File: src/dcr_pkg.sv
// constants and types for the switch port device control register block
package dcr_pkg;
  // ****************************************
  // bus and register map
  // ****************************************
  localparam int ADDR_W = 12;
  localparam int DATA_W = 32;
  localparam logic [ADDR_W-1:0] DCR_CTL_OFS = 12'h0C8;
  localparam logic [ADDR_W-1:0] DCR_ISTAT_OFS = 12'h100;
  localparam logic [ADDR_W-1:0] DCR_IEN_OFS = 12'h104;
  localparam logic [ADDR_W-1:0] DCR_ICLR_OFS = 12'h108;
  localparam logic [1:0] RESP_OKAY = 2'h0;
  localparam logic [1:0] RESP_SLVERR = 2'h2;

  // ****************************************
  // field positions in the control/status word
  // ****************************************
  localparam int NUM_ERR = 4;
  localparam int F_ERR_EN_LO = 0;
  localparam int F_RELAX = 4;
  localparam int F_MPS_LO = 5;
  localparam int F_EXT_TAG = 8;
  localparam int F_PHANTOM = 9;
  localparam int F_AUX_PM = 10;
  localparam int F_NO_SNOOP = 11;
  localparam int F_MRRS_LO = 12;
  localparam int F_RSVD = 15;
  localparam int F_ERR_DET_LO = 16;
  localparam int F_AUX_DET = 20;

  // ****************************************
  // reset values and payload codes
  // ****************************************
  localparam logic [NUM_ERR-1:0] ERR_EN_RST = 4'h0;
  localparam logic [2:0] MPS_RST = 3'h0;
  localparam logic [2:0] MPS_SUPP_SMALL = 3'h1;
  localparam logic [2:0] MPS_SUPP_LARGE = 3'h2;
  localparam logic EXT_TAG_RST = 1'h0;
  localparam logic AUX_PM_RST = 1'h0;

  // ****************************************
  // bus slave states
  // ****************************************
  typedef enum logic [1:0] {
    DCR_W_IDLE = 2'h1,
    DCR_W_RESP = 2'h2
  } dcr_wst_e;
  typedef enum logic [1:0] {
    DCR_R_IDLE = 2'h1,
    DCR_R_DATA = 2'h2
  } dcr_rst_e;
endpackage

File: src/dcr_reg_if.sv
// register access port between bus slave and register bank
`timescale 1ns/1ns
interface dcr_reg_if;
  import dcr_pkg::*;
  logic wr;
  logic [ADDR_W-1:0] addr_w;
  logic [DATA_W-1:0] wdata;
  logic [3:0] wstrb;
  logic whit;
  logic rd;
  logic [ADDR_W-1:0] addr_r;
  logic [DATA_W-1:0] rdata;
  logic rhit;
  modport bus (output wr, addr_w, wdata, wstrb, rd, addr_r,
               input whit, rdata, rhit);
  modport regs (input wr, addr_w, wdata, wstrb, rd, addr_r,
                output whit, rdata, rhit);
endinterface

File: src/dcr_axil.sv
// axi4-lite slave front end for the register bank
`timescale 1ns/1ns
module dcr_axil
  import dcr_pkg::*;
(
  input wire logic clk,
  input wire logic resetn,
  input wire logic [ADDR_W-1:0] s_axi_awaddr,
  input wire logic s_axi_awvalid,
  output logic s_axi_awready,
  input wire logic [DATA_W-1:0] s_axi_wdata,
  input wire logic [3:0] s_axi_wstrb,
  input wire logic s_axi_wvalid,
  output logic s_axi_wready,
  output logic [1:0] s_axi_bresp,
  output logic s_axi_bvalid,
  input wire logic s_axi_bready,
  input wire logic [ADDR_W-1:0] s_axi_araddr,
  input wire logic s_axi_arvalid,
  output logic s_axi_arready,
  output logic [DATA_W-1:0] s_axi_rdata,
  output logic [1:0] s_axi_rresp,
  output logic s_axi_rvalid,
  input wire logic s_axi_rready,
  dcr_reg_if.bus rif
);
  typedef struct packed {
    dcr_wst_e ws;
    logic aw_have;
    logic w_have;
    logic [ADDR_W-1:0] awaddr;
    logic [DATA_W-1:0] wdata;
    logic [3:0] wstrb;
    logic [1:0] bresp;
    dcr_rst_e rs;
    logic [DATA_W-1:0] rdata;
    logic [1:0] rresp;
  } dcr_axil_s;

  localparam dcr_axil_s AXIL_RST = '{ws: DCR_W_IDLE, rs: DCR_R_IDLE,
                                     default: '0};

  dcr_axil_s q, d;

  assign s_axi_awready = (q.ws == DCR_W_IDLE) && !q.aw_have;
  assign s_axi_wready = (q.ws == DCR_W_IDLE) && !q.w_have;
  assign s_axi_bvalid = (q.ws == DCR_W_RESP);
  assign s_axi_bresp = q.bresp;
  assign s_axi_arready = (q.rs == DCR_R_IDLE);
  assign s_axi_rvalid = (q.rs == DCR_R_DATA);
  assign s_axi_rdata = q.rdata;
  assign s_axi_rresp = q.rresp;

  always_comb begin
    d = q;
    rif.wr = 1'b0;
    rif.addr_w = q.awaddr;
    rif.wdata = q.wdata;
    rif.wstrb = q.wstrb;
    rif.rd = s_axi_arvalid && s_axi_arready;
    rif.addr_r = s_axi_araddr;
    if (s_axi_awvalid && s_axi_awready) begin
      d.aw_have = 1'b1;
      d.awaddr = s_axi_awaddr;
    end
    if (s_axi_wvalid && s_axi_wready) begin
      d.w_have = 1'b1;
      d.wdata = s_axi_wdata;
      d.wstrb = s_axi_wstrb;
    end
    unique case (q.ws)
      DCR_W_IDLE: begin
        // both halves held, so the write lands one cycle after the later
        if (q.aw_have && q.w_have) begin
          rif.wr = 1'b1;
          d.aw_have = 1'b0;
          d.w_have = 1'b0;
          d.bresp = rif.whit ? RESP_OKAY : RESP_SLVERR;
          d.ws = DCR_W_RESP;
        end
      end
      DCR_W_RESP: begin
        if (s_axi_bready) begin
          d.ws = DCR_W_IDLE;
        end
      end
      default: d.ws = DCR_W_IDLE;
    endcase
    unique case (q.rs)
      DCR_R_IDLE: begin
        if (rif.rd) begin
          d.rdata = rif.rdata;
          d.rresp = rif.rhit ? RESP_OKAY : RESP_SLVERR;
          d.rs = DCR_R_DATA;
        end
      end
      DCR_R_DATA: begin
        if (s_axi_rready) begin
          d.rs = DCR_R_IDLE;
        end
      end
      default: d.rs = DCR_R_IDLE;
    endcase
  end

  always_ff @(posedge clk) begin
    if (!resetn) begin
      q <= AXIL_RST;
    end else begin
      q <= d;
    end
  end
endmodule // dcr_axil

File: src/dcr_top.sv
// switch port device control register bank with error logging
`timescale 1ns/1ns
module dcr_top
  import dcr_pkg::*;
(
  input wire logic clk,
  input wire logic resetn,
  input wire logic hot_resetn,
  input wire logic large_payload_strap,
  input wire logic aux_power_present,
  input wire logic [NUM_ERR-1:0] err_event,
  output logic [NUM_ERR-1:0] err_report,
  output logic [2:0] max_payload,
  output logic ext_tag_en,
  output logic aux_pm_en,
  output logic irq,
  input wire logic [ADDR_W-1:0] s_axi_awaddr,
  input wire logic s_axi_awvalid,
  output logic s_axi_awready,
  input wire logic [DATA_W-1:0] s_axi_wdata,
  input wire logic [3:0] s_axi_wstrb,
  input wire logic s_axi_wvalid,
  output logic s_axi_wready,
  output logic [1:0] s_axi_bresp,
  output logic s_axi_bvalid,
  input wire logic s_axi_bready,
  input wire logic [ADDR_W-1:0] s_axi_araddr,
  input wire logic s_axi_arvalid,
  output logic s_axi_arready,
  output logic [DATA_W-1:0] s_axi_rdata,
  output logic [1:0] s_axi_rresp,
  output logic s_axi_rvalid,
  input wire logic s_axi_rready
);
  // ****************************************
  // state
  // ****************************************
  // pin index 0 is the payload strap, 1 the aux power detect
  typedef struct packed {
    logic [1:0] sync1;
    logic [1:0] sync2;
    logic [1:0] sync3;
    logic [1:0] pins;
    logic [NUM_ERR-1:0] err_en;
    logic [2:0] mps;
    logic ext_tag;
    logic aux_pm;
    logic [NUM_ERR-1:0] err_det;
    logic [NUM_ERR-1:0] int_stat;
    logic [NUM_ERR-1:0] int_en;
    logic [NUM_ERR-1:0] report;
  } dcr_top_s;

  localparam dcr_top_s TOP_RST = '0;

  dcr_top_s q, d;
  dcr_reg_if rif ();

  // ****************************************
  // bus slave
  // ****************************************
  dcr_axil u_axil (
    .clk(clk),
    .resetn(resetn),
    .s_axi_awaddr(s_axi_awaddr),
    .s_axi_awvalid(s_axi_awvalid),
    .s_axi_awready(s_axi_awready),
    .s_axi_wdata(s_axi_wdata),
    .s_axi_wstrb(s_axi_wstrb),
    .s_axi_wvalid(s_axi_wvalid),
    .s_axi_wready(s_axi_wready),
    .s_axi_bresp(s_axi_bresp),
    .s_axi_bvalid(s_axi_bvalid),
    .s_axi_bready(s_axi_bready),
    .s_axi_araddr(s_axi_araddr),
    .s_axi_arvalid(s_axi_arvalid),
    .s_axi_arready(s_axi_arready),
    .s_axi_rdata(s_axi_rdata),
    .s_axi_rresp(s_axi_rresp),
    .s_axi_rvalid(s_axi_rvalid),
    .s_axi_rready(s_axi_rready),
    .rif(rif)
  );

  // ****************************************
  // decode helpers
  // ****************************************
  // low two address bits are ignored: every register is one word
  function automatic logic reg_hit(input logic [ADDR_W-1:0] a);
    logic [ADDR_W-3:0] w;
    w = a[ADDR_W-1:2];
    reg_hit = (w == DCR_CTL_OFS[ADDR_W-1:2]) ||
              (w == DCR_ISTAT_OFS[ADDR_W-1:2]) ||
              (w == DCR_IEN_OFS[ADDR_W-1:2]) ||
              (w == DCR_ICLR_OFS[ADDR_W-1:2]);
  endfunction

  function automatic logic is_reg(input logic [ADDR_W-1:0] a,
                                  input logic [ADDR_W-1:0] ofs);
    is_reg = (a[ADDR_W-1:2] == ofs[ADDR_W-1:2]);
  endfunction

  logic [2:0] mps_supp;
  logic [DATA_W-1:0] ctl_word;
  logic ctl_wr;

  assign mps_supp = q.pins[0] ? MPS_SUPP_LARGE : MPS_SUPP_SMALL;
  assign ctl_wr = rif.wr && is_reg(rif.addr_w, DCR_CTL_OFS);

  always_comb begin
    ctl_word = '0;
    ctl_word[F_ERR_EN_LO +: NUM_ERR] = q.err_en;
    ctl_word[F_MPS_LO +: 3] = q.mps;
    ctl_word[F_EXT_TAG] = q.ext_tag;
    ctl_word[F_AUX_PM] = q.aux_pm;
    ctl_word[F_ERR_DET_LO +: NUM_ERR] = q.err_det;
    ctl_word[F_AUX_DET] = q.pins[1];
  end

  assign rif.whit = reg_hit(rif.addr_w);
  assign rif.rhit = reg_hit(rif.addr_r);

  always_comb begin
    rif.rdata = '0;
    if (is_reg(rif.addr_r, DCR_CTL_OFS)) begin
      rif.rdata = ctl_word;
    end else if (is_reg(rif.addr_r, DCR_ISTAT_OFS)) begin
      rif.rdata[NUM_ERR-1:0] = q.int_stat;
    end else if (is_reg(rif.addr_r, DCR_IEN_OFS)) begin
      rif.rdata[NUM_ERR-1:0] = q.int_en;
    end
  end

  // ****************************************
  // next state
  // ****************************************
  always_comb begin
    d = q;
    // pins: a change counts once the second and third stages agree
    d.sync1 = {aux_power_present, large_payload_strap};
    d.sync2 = q.sync1;
    d.sync3 = q.sync2;
    d.pins = (q.sync2 & ~(q.sync2 ^ q.sync3)) |
             (q.pins & (q.sync2 ^ q.sync3));
    if (ctl_wr && rif.wstrb[0]) begin
      d.err_en = rif.wdata[F_ERR_EN_LO +: NUM_ERR];
      // oversize payload clamps to supported code
      d.mps = (rif.wdata[F_MPS_LO +: 3] > mps_supp) ?
              mps_supp : rif.wdata[F_MPS_LO +: 3];
    end
    if (ctl_wr && rif.wstrb[1]) begin
      d.ext_tag = rif.wdata[F_EXT_TAG];
      d.aux_pm = rif.wdata[F_AUX_PM];
    end
    if (ctl_wr && rif.wstrb[2]) begin
      d.err_det = q.err_det & ~rif.wdata[F_ERR_DET_LO +: NUM_ERR];
    end
    // log regardless of enables; set beats clear
    d.err_det = d.err_det | err_event;
    if (rif.wr && is_reg(rif.addr_w, DCR_IEN_OFS) && rif.wstrb[0]) begin
      d.int_en = rif.wdata[NUM_ERR-1:0];
    end
    if (rif.wr && is_reg(rif.addr_w, DCR_ICLR_OFS) && rif.wstrb[0]) begin
      d.int_stat = q.int_stat & ~rif.wdata[NUM_ERR-1:0];
    end
    d.int_stat = d.int_stat | err_event;
    d.report = err_event & q.err_en;
    // hot reset spares the sticky aux enable
    if (!hot_resetn) begin
      d.err_en = ERR_EN_RST;
      d.mps = MPS_RST;
      d.ext_tag = EXT_TAG_RST;
      d.err_det = '0;
      d.report = '0;
    end
  end

  always_ff @(posedge clk) begin
    if (!resetn) begin
      q <= TOP_RST;
    end else begin
      q <= d;
    end
  end

  // ****************************************
  // outputs
  // ****************************************
  assign err_report = q.report;
  assign max_payload = q.mps;
  assign ext_tag_en = q.ext_tag;
  assign aux_pm_en = q.aux_pm;
  // a level that stays up until software clears or masks it
  assign irq = |(q.int_stat & q.int_en);
endmodule // dcr_top

File: config.mk
export PLATFORM = sky130hd
export DESIGN_NAME = dcr_top
export DESIGN_NICKNAME = d
export VERILOG_FILES = /design/src/dcr_pkg.sv /design/src/dcr_reg_if.sv /design/src/dcr_axil.sv /design/src/dcr_top.sv
export SDC_FILE = /design/constraint.sdc
export NUM_CORES = 1
export LEC_CHECK = 0
export BUFFER_PORTS_ARGS = -buffer_cell sky130_fd_sc_hd__buf_2
export CORE_ASPECT_RATIO = 1.4
export CORE_UTILIZATION = 55
export CTS_CLUSTER_DIAMETER = 60
export CTS_CLUSTER_SIZE = 14
export DETAILED_ROUTE_END_ITERATION = 8
export GPL_ROUTABILITY_DRIVEN = 0
export GPL_TIMING_DRIVEN = 0
export MAX_ROUTING_LAYER = met4
export PLACE_DENSITY = 0.83
export SYNTH_ARGS = -nofsm -noshare
export SYNTH_HDL_FRONTEND = slang
export SYNTH_HIERARCHICAL = 1
export SYNTH_SLANG_ARGS = --single-unit
File: constraint.sdc
create_clock -name clk -period 2.25 [get_ports clk]
set_clock_uncertainty 0.1 [all_clocks]
set_input_delay 0.3375 -clock clk [delete_from_list [all_inputs] [get_ports clk]]
set_output_delay 0.3375 -clock clk [all_outputs]
set_load 0.02 [all_outputs]
==> out/metrics.yaml <==
status: "completed"
grt-ovfl-total: 0
port_buffers: 88
power.share.combinational: 0.163
p_int_mw: 3.157
setup-violations-final: 0
antenna_found_initial: 0
hpwl_um: 7718
clock_path_buffers: 2
critical_path_required_ns: 2.40
power_switching_mw: 0.9927
nNetsFinal: 740
max_freq_ghz: 0.4694
io_pins: 125
timing.rr.start: "u_axil/q[88]$_SDFFE_PN1P_"
cp.arrival_ns: 2.28
fin_hold_ws_ns: 0.1027
synth_area_per_cell_sq_um: 9.149
period_needed_ns: 2.130
hold_depth: 2
drc: 0
critPathMaxFanout: 8
holdCritStartpoint: "large_payload_strap"
rows: 40
slew_viol_final: 0
first_pass_iters: 4
grt_max_degree: 15
viasPerCell: 4.845
grt_pass1_vias: 3673
rsz0062_at_grt: "no"
htree_levels: 3
hold_buffers: 0
post_drt_wl_per_cell_um: 13.23
path_cells: "and4b_1 > clkbuf_2 > nand2_1 > nor4_4 > and4b_1 > buf_2 > mux2i_1"
end_kind: "flip-flop"
p_sw_frac: 0.2392
place_inst: 755
ys_warn_count: 6
syn_inst: 544
cts_tree: "done"
area_delta_synth_final_pct: 19.51
peakVddDrop_uv: 434.6
max_stage_delay_ns: 0.45
cts_made_buffers: 9
hold_class: "primary input to flip-flop"
critPathKind: "flip-flop to flip-flop"
fp.coreArea_sq_um: 8658
grtUsageTotal: 0.2389
syn_area_sq_um: 4977
path_common_cell: "and4b_1"
finalHoldViolCount: 0
die_h_um: 114.6
cts_root_buf: "clkbuf_16"
final_util: 0.6870
power_density_nw_per_um2: 697.7
reg2regPathDepth: 7
seqPwrFrac: 0.458
postRouteAntennaNets: 0
drtIter0Drc: 144
clkTransAtPathRegs_ns: 0.06
n_antenna_cell: 0
vias: 3750
clk_latency_ns: 0.34
finalCritPeriodShare: 0.9468
crit_path_top_delay_cell: "dfxtp_1"
instances_no_fill: 774
cap_viol_max_count: 0
clock_sinks: 99
initial_core_util: 0.5749
fp.dieW_um: 82.40
grt_pass1_wl_um: 16500
wl_um: 10240
dp_slack_ns: -0.01117
reg2reg_to: "q[7]$_SDFFE_PN0P_"
die_area_sq_um: 9439
clkPwrFrac: 0.379
crit_path_start_kind: "flip-flop"
min_to: "d[29]$_SDFF_PN0_"
worst_slack_ns: 0.1198
leakagePower_nw: 2.819
drive_gt1_frac: 0.3259
reg2reg_slack_ns: 0.12
-- cell usage in the layout, fill, tap and decap left out, types with 3 or more instances in the layout --
| cell | instances |
|---|---|
| nand2_1 | 136 |
| dfxtp_1 | 99 |
| buf_2 | 97 |
| buf_4 | 86 |
| mux2i_1 | 75 |
| conb_1 | 20 |
| and2_1 | 18 |
| nor2_1 | 16 |
| clkbuf_1 | 11 |
| o21ai_0 | 10 |
| clkbuf_16 | 9 |
| inv_1 | 7 |
| clkbuf_8 | 7 |
| o2bb2ai_1 | 6 |
| buf_6 | 6 |
| a41oi_1 | 4 |
| and3_1 | 4 |
| nor2b_1 | 4 |
| a31oi_1 | 4 |
| buf_12 | 4 |
| nor3b_1 | 3 |
| nand2b_1 | 3 |
-- per-layer routing --
layer / up-vias / share of wire / routed length (um) / track usage
met5: - / 0 / 0 / -
met4: 0 / 0.034 / 347 / 0.1146
met3: 22 / 0.042 / 426 / 0.04940
met2: 86 / 0.51 / 5224 / 0.4077
met1: 1708 / 0.41 / 4239 / 0.2579
li1: 1934 / - / - / -
-- sequential cells by signal (all words and copies together), names as in the netlist, 3 cells and up, named ones only --
register and count:
u_axil/s_axi_rdata 32, u_axil/rif.wdata 13, q 10, u_axil/rif.addr_w 10, ctl_word 8, u_axil/q 6, d 4, err_report 4
max_payload 3, u_axil/rif.wstrb 3
-- power by group through the flow --
stage / Clock [mW] / Combinational (mW) / Sequential, mW
2_1_floorplan: 0 / 0.536 / 1.92
3_3_place_gp: 0 / 0.658 / 1.93
3_5_place_dp: 0 / 0.674 / 1.94
4_1_cts: 1.60 / 0.679 / 1.90
5_1_grt: 1.67 / 0.735 / 1.91
6_report: 1.57 / 0.678 / 1.90
-- final cells by class --
type | count | area [sq um]
plain buffers | 116 | 920.9
clock buffers | 15 | 277.8
clock inverters | 1 | 30.03
fillers | 701 | 2710
inverters | 7 | 26.28
multi-input cells | 340 | 2117
flip-flops and latches | 99 | 1982
well taps | 105 | 131.4
repair buffers | 91 | 462.9
-- per-stage QoR --
step / instance area [sq um] / TNS [ns] / total power [mW]
6_report: 5948 / 0 / 4.150
5_1_grt: 5948 / 0 / 4.315
4_1_cts: 5948 / 0 / 4.180
3_5_place_dp: 5617 / -0.01117 / 2.612
3_3_place_gp: 5617 / 0 / 2.592
2_1_floorplan: 5045 / 0 / 2.458
-- worst max-delay path by stage --
stage,start,end,slack (ns),cells past startpoint
floorplan,u_axil/rif.addr_w[9]$_SDFFE_PN0P_,q[4]$_SDFFE_PN0P_,0.33,7
global placement,u_axil/q[88]$_SDFFE_PN1P_,ctl_word[3]$_SDFFE_PN0P_,0.05,6
detailed placement,u_axil/q[88]$_SDFFE_PN1P_,ctl_word[0]$_SDFFE_PN0P_,-0.01,6
CTS,u_axil/q[88]$_SDFFE_PN1P_,q[7]$_SDFFE_PN0P_,0.11,7
global route,u_axil/q[88]$_SDFFE_PN1P_,q[7]$_SDFFE_PN0P_,0.03,7
finish,u_axil/q[88]$_SDFFE_PN1P_,q[7]$_SDFFE_PN0P_,0.12,7
-- critical path, delay by kind of cell (launching register included) --
family	cells	cell delay (ns)
flops	1	0.45
buf+inv	2	0.35
simple gates	4	0.89
mux	1	0.25
-- repair_timing --
action / 4_1_cts / 5_1_grt
endpoints found under the setup margin: 3 / 0
buffers inserted: 3 / 0
gates resized for setup: 1 / 0
(Power assumes the default switching activity.)
